### src/include/bio_cfg.svh
/*
  Register offsets, field positions and reset values for the bidirectional I/O ports.
  Assumes a Wishbone byte-addressed slave whose register words are aligned on four bytes.
*/
`ifndef BIO_CFG_SVH
`define BIO_CFG_SVH

// Printed register indexes; the byte address is four times the index.
`define BIO_IDX_A_DATA   3'h0
`define BIO_IDX_B_DATA   3'h1
`define BIO_IDX_C_DATA   3'h2
`define BIO_IDX_D_DATA   3'h3
`define BIO_IDX_A_DIR    3'h4
`define BIO_IDX_B_DIR    3'h5
`define BIO_IDX_C_DIR    3'h6
`define BIO_IDX_D_DIR    3'h7
// Sharing control register, index 8.
`define BIO_IDX_SHARE    4'h8

`define BIO_PORT_W       8
`define BIO_PORT_C_W     7
`define BIO_ADDR_W       6
`define BIO_DIR_RST      8'h00
`define BIO_SHARE_RST    8'h00
`define BIO_PAM_LINE     4
// Bit positions inside the sharing control register.
`define BIO_SH_PAM_EN    0
`define BIO_SH_PWM_EN    1
`define BIO_SH_ADC_EN    2
`define BIO_SH_SSI_EN    3
`define BIO_SH_OSD_EN    4

`endif

### src/include/bio_pkg.sv
/*
  Types shared by the bidirectional I/O port files.
  Assumes bio_cfg.svh is on the include path.
*/
`include "bio_cfg.svh"
package bio_pkg;
  typedef logic [`BIO_PORT_W-1:0] bio_byte_t;
  typedef enum logic [1:0] {
    BIO_DRIVE_PUSH,
    BIO_DRIVE_OPEN_DRAIN
  } bio_drive_t;
endpackage

### src/verilog/bio_ports.sv
/*
  Four bidirectional I/O ports (A, B, D eight lines, C seven lines) behind a classic Wishbone slave.
  Assumes the sharing subsystems sit elsewhere and present per-line direction and output values.
*/
`timescale 1ns/100ps
`default_nettype none
`include "bio_cfg.svh"
module bio_ports (
  // Clock, reset, enable.
  input  wire logic                  clk_i,
  input  wire logic                  rst_i,
  input  wire logic                  ce_i,
  // Wishbone slave.
  input  wire logic                  cyc_i,
  input  wire logic                  stb_i,
  input  wire logic                  we_i,
  input  wire logic [3:0]            sel_i,
  input  wire logic [`BIO_ADDR_W-1:0] adr_i,
  input  wire logic [31:0]           dat_i,
  output logic      [31:0]           dat_o,
  output logic                       ack_o,
  output logic                       err_o,
  // Port A pins.
  input  wire logic [7:0]            port_a_i,
  output logic      [7:0]            port_a_o,
  output logic      [7:0]            port_a_oe_n_o,
  // Port B pins.
  input  wire logic [7:0]            port_b_i,
  output logic      [7:0]            port_b_o,
  output logic      [7:0]            port_b_oe_n_o,
  // Port C pins.
  input  wire logic [6:0]            port_c_i,
  output logic      [6:0]            port_c_o,
  output logic      [6:0]            port_c_oe_n_o,
  // Port D pins.
  input  wire logic [7:0]            port_d_i,
  output logic      [7:0]            port_d_o,
  output logic      [7:0]            port_d_oe_n_o,
  // Sharing subsystems: per-line claims, direction and output value.
  input  wire logic [7:0]            pwm_oe_i,
  input  wire logic [7:0]            pwm_out_i,
  input  wire logic [6:0]            adc_line_i,
  input  wire logic [7:0]            ssi_oe_i,
  input  wire logic [7:0]            ssi_out_i,
  input  wire logic [7:0]            osd_oe_i,
  input  wire logic [7:0]            osd_out_i,
  input  wire logic [7:0]            ssi_line_i,
  // Subsystem enables seen by the pins, and the accumulator input.
  output logic                       pulse_accum_enable_o,
  output logic                       pulse_accum_input_o,
  output logic [4:0]                 share_en_o
);
  import bio_pkg::*;

  logic [7:0]  share_q;
  logic        ack_q;
  logic        err_q;
  logic [31:0] rdat_q;
  logic        req;
  logic        wr;
  logic [3:0]  idx;
  logic        mapped;
  logic [7:0]  wbyte;
  logic [7:0]  we_data;
  logic [7:0]  we_dir;
  logic [7:0]  rd_a;
  logic [7:0]  rd_b;
  logic [6:0]  rd_c;
  logic [7:0]  rd_d;
  logic [7:0]  dir_a;
  logic [7:0]  dir_b;
  logic [6:0]  dir_c;
  logic [7:0]  dir_d;
  logic [6:0]  sync_c;
  logic [7:0]  rsel;
  logic [6:0]  c_own;
  logic [7:0]  d_own;
  logic [7:0]  d_oe;
  logic [7:0]  d_out;

  assign req    = cyc_i && stb_i && !ack_q && !err_q;
  assign idx    = adr_i[`BIO_ADDR_W-1:2];
  assign mapped = (idx <= `BIO_IDX_SHARE) && (adr_i[1:0] == 2'b00);
  assign wr     = req && we_i && sel_i[0] && mapped && ce_i;
  assign wbyte  = dat_i[7:0];

  always_comb begin
    we_data = '0;
    we_dir  = '0;
    if (wr && !idx[3]) begin
      if (idx[2]) begin
        we_dir[idx[1:0]] = 1'b1;
      end else begin
        we_data[idx[1:0]] = 1'b1;
      end
    end
  end

  // Sharing control register: subsystem enables.
  always_ff @(posedge clk_i) begin
    if (rst_i) begin
      share_q <= `BIO_SHARE_RST;
    end else if (wr && idx == `BIO_IDX_SHARE) begin
      share_q <= {3'h0, wbyte[4:0]};
    end
  end

  assign share_en_o           = share_q[4:0];
  assign pulse_accum_enable_o = share_q[`BIO_SH_PAM_EN];

  // Port A has no sharing subsystem.
  bio_pin_bank #(.W(8), .DRIVE(BIO_DRIVE_PUSH)) u_port_a (
    .clk_i      (clk_i),
    .rst_i      (rst_i),
    .ce_i       (ce_i),
    .data_we_i  (we_data[0]),
    .dir_we_i   (we_dir[0]),
    .wdata_i    (wbyte),
    .sub_own_i  (8'h00),
    .sub_oe_i   (8'h00),
    .sub_out_i  (8'h00),
    .data_rd_o  (rd_a),
    .dir_rd_o   (dir_a),
    .pin_sync_o (),
    .pin_i      (port_a_i),
    .pin_o      (port_a_o),
    .pin_oe_n_o (port_a_oe_n_o)
  );

  bio_pin_bank #(.W(8), .DRIVE(BIO_DRIVE_OPEN_DRAIN)) u_port_b (
    .clk_i      (clk_i),
    .rst_i      (rst_i),
    .ce_i       (ce_i),
    .data_we_i  (we_data[1]),
    .dir_we_i   (we_dir[1]),
    .wdata_i    (wbyte),
    .sub_own_i  ({8{share_q[`BIO_SH_PWM_EN]}}),
    .sub_oe_i   (pwm_oe_i),
    .sub_out_i  (pwm_out_i),
    .data_rd_o  (rd_b),
    .dir_rd_o   (dir_b),
    .pin_sync_o (),
    .pin_i      (port_b_i),
    .pin_o      (port_b_o),
    .pin_oe_n_o (port_b_oe_n_o)
  );

  // ADC lines become inputs; the accumulator line is an input when enabled.
  always_comb begin
    c_own = share_q[`BIO_SH_ADC_EN] ? adc_line_i : 7'h00;
    c_own[`BIO_PAM_LINE] = c_own[`BIO_PAM_LINE] | share_q[`BIO_SH_PAM_EN];
  end

  bio_pin_bank #(.W(7), .DRIVE(BIO_DRIVE_PUSH)) u_port_c (
    .clk_i      (clk_i),
    .rst_i      (rst_i),
    .ce_i       (ce_i),
    .data_we_i  (we_data[2]),
    .dir_we_i   (we_dir[2]),
    .wdata_i    (wbyte[6:0]),
    .sub_own_i  (c_own),
    .sub_oe_i   (7'h00),
    .sub_out_i  (7'h00),
    .data_rd_o  (rd_c),
    .dir_rd_o   (dir_c),
    .pin_sync_o (sync_c),
    .pin_i      (port_c_i),
    .pin_o      (port_c_o),
    .pin_oe_n_o (port_c_oe_n_o)
  );

  // Accumulator input taken from the synchronised pin, zero when disabled.
  always_ff @(posedge clk_i) begin
    if (rst_i) begin
      pulse_accum_input_o <= 1'b0;
    end else if (ce_i) begin
      pulse_accum_input_o <= share_q[`BIO_SH_PAM_EN] & sync_c[`BIO_PAM_LINE];
    end
  end

  // Serial lines take precedence over display lines when both claim one.
  always_comb begin
    for (int i = 0; i < 8; i++) begin
      if (share_q[`BIO_SH_SSI_EN] && ssi_line_i[i]) begin
        d_own[i] = 1'b1;
        d_oe[i]  = ssi_oe_i[i];
        d_out[i] = ssi_out_i[i];
      end else if (share_q[`BIO_SH_OSD_EN] && !ssi_line_i[i]) begin
        d_own[i] = 1'b1;
        d_oe[i]  = osd_oe_i[i];
        d_out[i] = osd_out_i[i];
      end else begin
        d_own[i] = 1'b0;
        d_oe[i]  = 1'b0;
        d_out[i] = 1'b0;
      end
    end
  end

  bio_pin_bank #(.W(8), .DRIVE(BIO_DRIVE_PUSH)) u_port_d (
    .clk_i      (clk_i),
    .rst_i      (rst_i),
    .ce_i       (ce_i),
    .data_we_i  (we_data[3]),
    .dir_we_i   (we_dir[3]),
    .wdata_i    (wbyte),
    .sub_own_i  (d_own),
    .sub_oe_i   (d_oe),
    .sub_out_i  (d_out),
    .data_rd_o  (rd_d),
    .dir_rd_o   (dir_d),
    .pin_sync_o (),
    .pin_i      (port_d_i),
    .pin_o      (port_d_o),
    .pin_oe_n_o (port_d_oe_n_o)
  );

  always_comb begin
    case (idx)
      4'h0:    rsel = rd_a;
      4'h1:    rsel = rd_b;
      4'h2:    rsel = {1'b0, rd_c};
      4'h3:    rsel = rd_d;
      4'h4:    rsel = dir_a;
      4'h5:    rsel = dir_b;
      4'h6:    rsel = {1'b0, dir_c};
      4'h7:    rsel = dir_d;
      4'h8:    rsel = share_q;
      default: rsel = 8'h00;
    endcase
  end

  // One registered answer per request; unmapped addresses get err.
  always_ff @(posedge clk_i) begin
    if (rst_i) begin
      ack_q  <= 1'b0;
      err_q  <= 1'b0;
      rdat_q <= 32'h0000_0000;
    end else if (ce_i) begin
      ack_q  <= req && mapped;
      err_q  <= req && !mapped;
      rdat_q <= (req && mapped && !we_i) ? {24'h00_0000, rsel} : 32'h0000_0000;
    end
  end

  assign ack_o = ack_q;
  assign err_o = err_q;
  assign dat_o = rdat_q;
endmodule
`default_nettype wire

### src/verilog/bio_pin_bank.sv
/*
  One port of pin logic: data latch, direction, pin sampling, read mux and pin drive.
  Assumes pins arrive asynchronously and that latch writes come from the bus on clk_i.
*/
`timescale 1ns/100ps
`default_nettype none
module bio_pin_bank #(
  parameter int              W     = 8,
  parameter bio_pkg::bio_drive_t DRIVE = bio_pkg::BIO_DRIVE_PUSH
) (
  // Clock and reset.
  input  wire logic          clk_i,
  input  wire logic          rst_i,
  input  wire logic          ce_i,
  // Register writes.
  input  wire logic          data_we_i,
  input  wire logic          dir_we_i,
  input  wire logic [W-1:0]  wdata_i,
  // Per-line override by a sharing subsystem.
  input  wire logic [W-1:0]  sub_own_i,
  input  wire logic [W-1:0]  sub_oe_i,
  input  wire logic [W-1:0]  sub_out_i,
  // Register read views.
  output logic      [W-1:0]  data_rd_o,
  output logic      [W-1:0]  dir_rd_o,
  output logic      [W-1:0]  pin_sync_o,
  // Pins.
  input  wire logic [W-1:0]  pin_i,
  output logic      [W-1:0]  pin_o,
  output logic      [W-1:0]  pin_oe_n_o
);
  import bio_pkg::*;

  logic [W-1:0] latch_q;
  logic [W-1:0] dir_q;
  logic [W-1:0] meta_q;
  logic [W-1:0] sync_q;
  logic [W-1:0] drive_en;
  logic [W-1:0] drive_val;

  // The data latch has no reset so it keeps its contents across reset.
  always_ff @(posedge clk_i) begin
    if (ce_i && data_we_i) begin
      latch_q <= wdata_i;
    end
  end

  always_ff @(posedge clk_i) begin
    if (rst_i) begin
      dir_q <= W'(`BIO_DIR_RST);
    end else if (ce_i && dir_we_i) begin
      dir_q <= wdata_i;
    end
  end

  always_ff @(posedge clk_i) begin
    if (ce_i) begin
      meta_q <= pin_i;
      sync_q <= meta_q;
    end
  end

  always_comb begin
    for (int i = 0; i < W; i++) begin
      drive_en[i]  = sub_own_i[i] ? sub_oe_i[i] : dir_q[i];
      drive_val[i] = sub_own_i[i] ? sub_out_i[i] : latch_q[i];
    end
  end

  // Pin outputs are registered and recomputed on each clock that has ce_i high.
  always_ff @(posedge clk_i) begin
    if (rst_i) begin
      pin_o      <= '0;
      pin_oe_n_o <= '1;
    end else if (ce_i) begin
      if (DRIVE == BIO_DRIVE_OPEN_DRAIN) begin
        pin_o      <= '0;
        pin_oe_n_o <= ~(drive_en & ~drive_val);
      end else begin
        pin_o      <= drive_val;
        pin_oe_n_o <= ~drive_en;
      end
    end
  end

  assign data_rd_o  = (dir_q & latch_q) | (~dir_q & sync_q);
  assign dir_rd_o   = dir_q;
  assign pin_sync_o = sync_q;
endmodule
`default_nettype wire

### config.mk
export PLATFORM = sky130hd
export DESIGN_NAME = bio_ports
export DESIGN_NICKNAME = d
export VERILOG_FILES = /design/src/include/bio_pkg.sv /design/src/verilog/bio_ports.sv /design/src/verilog/bio_pin_bank.sv
export VERILOG_INCLUDE_DIRS = /design/src /design/src/include
export SDC_FILE = /design/constraint.sdc
export NUM_CORES = 1
export LEC_CHECK = 0
export BUFFER_PORTS_ARGS = -buffer_cell sky130_fd_sc_hd__buf_2
export CAP_MARGIN = 40
export CORE_ASPECT_RATIO = 0.7
export CORE_UTILIZATION = 55
export CTS_CLUSTER_DIAMETER = 150
export DETAILED_ROUTE_END_ITERATION = 7
export GPL_TIMING_DRIVEN = 0
export HOLD_SLACK_MARGIN = 0.1
export PLACE_DENSITY = 0.87
export SLEW_MARGIN = 15
export SYNTH_ARGS = -nofsm -noshare
export SYNTH_HDL_FRONTEND = slang
export SYNTH_HIERARCHICAL = 1
export SYNTH_SLANG_ARGS = --single-unit
### constraint.sdc
create_clock -name clk_i -period 4.4 [get_ports clk_i]
set_input_delay 0.44 -clock clk_i [delete_from_list [all_inputs] [get_ports clk_i]]
set_output_delay 0.44 -clock clk_i [all_outputs]
set_load 0.01 [all_outputs]
==> run summary <==
Die H -> 110 µm
CTS resizes -> 0
CTS tree -> done
Post-synth EDFFs -> 93
# rows -> 39
die area -> 0.0173 mm²
clk slew on worst S/H paths -> 0.07 ns
Hold-fix buffers, CTS -> 0
Final Hold Vio Count -> 0
synthesized area -> 0.00924 mm²
worst slew pin tran -> 0.801 ns
Yosys cell types -> 57
Mapped Cells -> 775
DR WL met3 -> 2150 µm
H-tree levels -> 4
top cells by instance count after synthesis -> dfxtp_1, edfxtp_1, mux2i_1
Hold WC Path Type -> in -> reg
Tcrit/Tclk final -> 61.7%
Pre-Repair DR Iteration Count -> 5
crit path launch -> ce_i
Ant. Diodes -> 0
clock sinks -> 194
CTS Root Cell -> clkbuf_16
Die X -> 157 µm
Seq/Total Area, Yosys -> 52.1%
detailed-route DRC error count -> 0
routed length on met1 -> 11100 µm
routed vias -> 7119
core area -> 0.0163 mm²
fin nets -> 1197
Max transition margin -> 46.4%
Setup CP Type -> in -> reg
max cap viols -> 0
Synth area leaders -> edfxtp_1, dfxtp_1, mux2i_1
Port Buffer Count -> 184
aggregate global-route resource usage -> 28.4%
top cell type's share of synthesized area -> 30.2%
WP data required -> 4.69 ns
crit path DAT -> 3.01 ns
Critical Path Source Type -> input pin
post-route ant nets -> 0
Buffers & Inverters on Critical Path -> 3
CP max-delay cell -> buf_4
commonest register cell after synthesis -> dfxtp_1
Starting Density -> 56.5%
critical-path cell list -> buf_4 -> buf_12 -> and4bb_2 -> and3_1 -> nand3b_1 -> nor2_1 -> buf_2 -> a21bo_1 -> a21oi_2
first-pass GRT wire length -> 36800 µm
final WL -> 24500 µm
Reg-to-Reg Start -> ack_o
post-synth top area cell -> edfxtp_1
Cell Count, Final, Fillers Out -> 1293
Final Max Slew Viols -> 0
vias in the first global route -> 6687
initial antenna violation count -> 0
YS warnings -> 6
Ports -> 245
WL per Instance -> 18.9 µm
count leader, synth -> dfxtp_1
Setup violations, final -> 0
Final min period -> 2.72 ns
min-delay src -> port_c_i[6]
setup repair after global routing missed its margin -> no
Fin Setup TNS -> 0 ns
fmax -> 368 MHz
syn_area_per_cell -> 11.9 µm²
layout cells sized above 1 -> 35.4%
Max Buffers Root-to-Sink -> 2
Fillers -> 1176
Post-DP HPWL -> 17700 µm
# Post-CTS Setup Buffers -> 0
pin count of the biggest net entering global routing -> 44
PwrDens -> 338 mW/mm²
status -> complete, no violations
Placed Cells -> 1261
vias per cell -> 5.51
Placer Congestion -> 0.934
CTS buffer count -> 17
Yosys reg bits -> 194
CP max stage delay -> 0.42 ns
VDD IR max -> 0.196 mV
met2 WL post-DR -> 10900 µm
crit path capture type -> flip-flop
Fin Clk Skew -> 0.0119 ns
asr flop ratio synth -> 0%
top cell family by delay on the critical path -> simple AND/OR/NAND/NOR gates
clk_lat worst skew -> 0.43 ns
DRT iter0 DRCs -> 777
grt ovf -> 0
Top Layer Used -> met4
crit-path max FO -> 43
Lkg Pwr -> 0.00459 µW
area delta synth->final -> 22.1%
-- cell type report --
cell class	count	area, µm²	area share [%]
Clock inverter	10	78.8	0.699
Sequential cell	194	4810	42.7
Multi-Input combinational cell	564	4030	35.7
Tap cell	225	282	2.50
Clock buffer	22	454	4.03
Timing Repair Buffer	185	943	8.36
Buffer	79	622	5.51
Inverter	14	52.6	0.466
-- layout by cell type (no fill, tap or decap), types with 5 or more instances in the layout --
cell       instances
a211oi_1           8
a21bo_1            7
inv_1             14
nor2b_1           31
clkbuf_1          11
a22oi_1            7
nor2_1            41
o22ai_1            5
nand2b_4           5
a21bo_2           16
a21oi_1           30
mux2_2            32
nand3_1           44
a21o_1             9
dfxtp_1          101
a21oi_2            5
nand2b_1          18
a31oi_1            8
a211oi_2          17
a22o_1             6
buf_6             15
buf_4             43
a211o_1           23
and2_1            15
a32o_1            16
conb_1            78
nand3_2            8
mux2i_1           67
clkbuf_16         17
buf_2            192
nand2_1           22
edfxtp_1          93
-- final timing paths --
check                            to  slack [ns]  cells past startpoint
max            u_port_c/dir_rd_o[3]        1.68                      9
min              u_port_c/meta_q[6]        0.18                      1
max reg2reg    u_port_c/dir_rd_o[3]        2.11                      7
min reg2reg  u_port_a/pin_sync_o[0]        0.42                      0
-- cells by family after synthesis --
group                  after synthesis  synth area share (%)
DFF                                194                  52.1
buffers and inverters               93                  7.30
AOI/OAI and AO/OA                  175                  15.9
and+or+nand+nor                    212                  13.4
other                                2                0.0813
muxes                               99                  11.2
-- report_power, final --
group	internal [µW]	leakage (µW)	switching [µW]
Sequential	1970	0.00171	28.7
Clock	747	0.000256	684
Combinational	171	0.00262	220
-- metrics by stage --
stage | hold slack [ns] | instance area (µm²) | utilization (%) | setup WS, ns | power (µW)
after global placement | 0.402 | 10700 | 65.6 | 0.632 | 2410
after global routing | 0.166 | 11300 | 69.0 | 1.56 | 3930
after floorplan | 0.400 | 9520 | - | 2.56 | 2250
after detailed placement | 0.405 | 10700 | 65.7 | 1.34 | 2420
after CTS | 0.170 | 11300 | 69.0 | 1.77 | 3820
final | 0.179 | 11300 | 69.0 | 1.68 | 3820
-- layer usage --
metal | up-vias | track usage (%)
met5 | - | 0
met4 | 0 | 7.58
met3 | 26 | 6.48
met2 | 321 | 43.2
met1 | 3428 | 40.6
li1 | 3344 | -
-- registers in the layout, summed over array words and instances, names as in the netlist, 8 cells and up --
signal / cells
dat_o: 8
u_port_a/dir_rd_o: 8
u_port_a/latch_q: 8
u_port_a/meta_q: 8
u_port_a/pin_o: 8
u_port_a/pin_oe_n_o: 8
u_port_a/pin_sync_o: 8
u_port_b/dir_rd_o: 8
u_port_b/latch_q: 8
u_port_b/meta_q: 8
u_port_b/pin_oe_n_o: 8
u_port_b/pin_sync_o: 8
u_port_d/dir_rd_o: 8
u_port_d/latch_q: 8
u_port_d/meta_q: 8
u_port_d/pin_o: 8
u_port_d/pin_oe_n_o: 8
u_port_d/pin_sync_o: 8
Note: power is estimated with default switching activity, not from simulation.
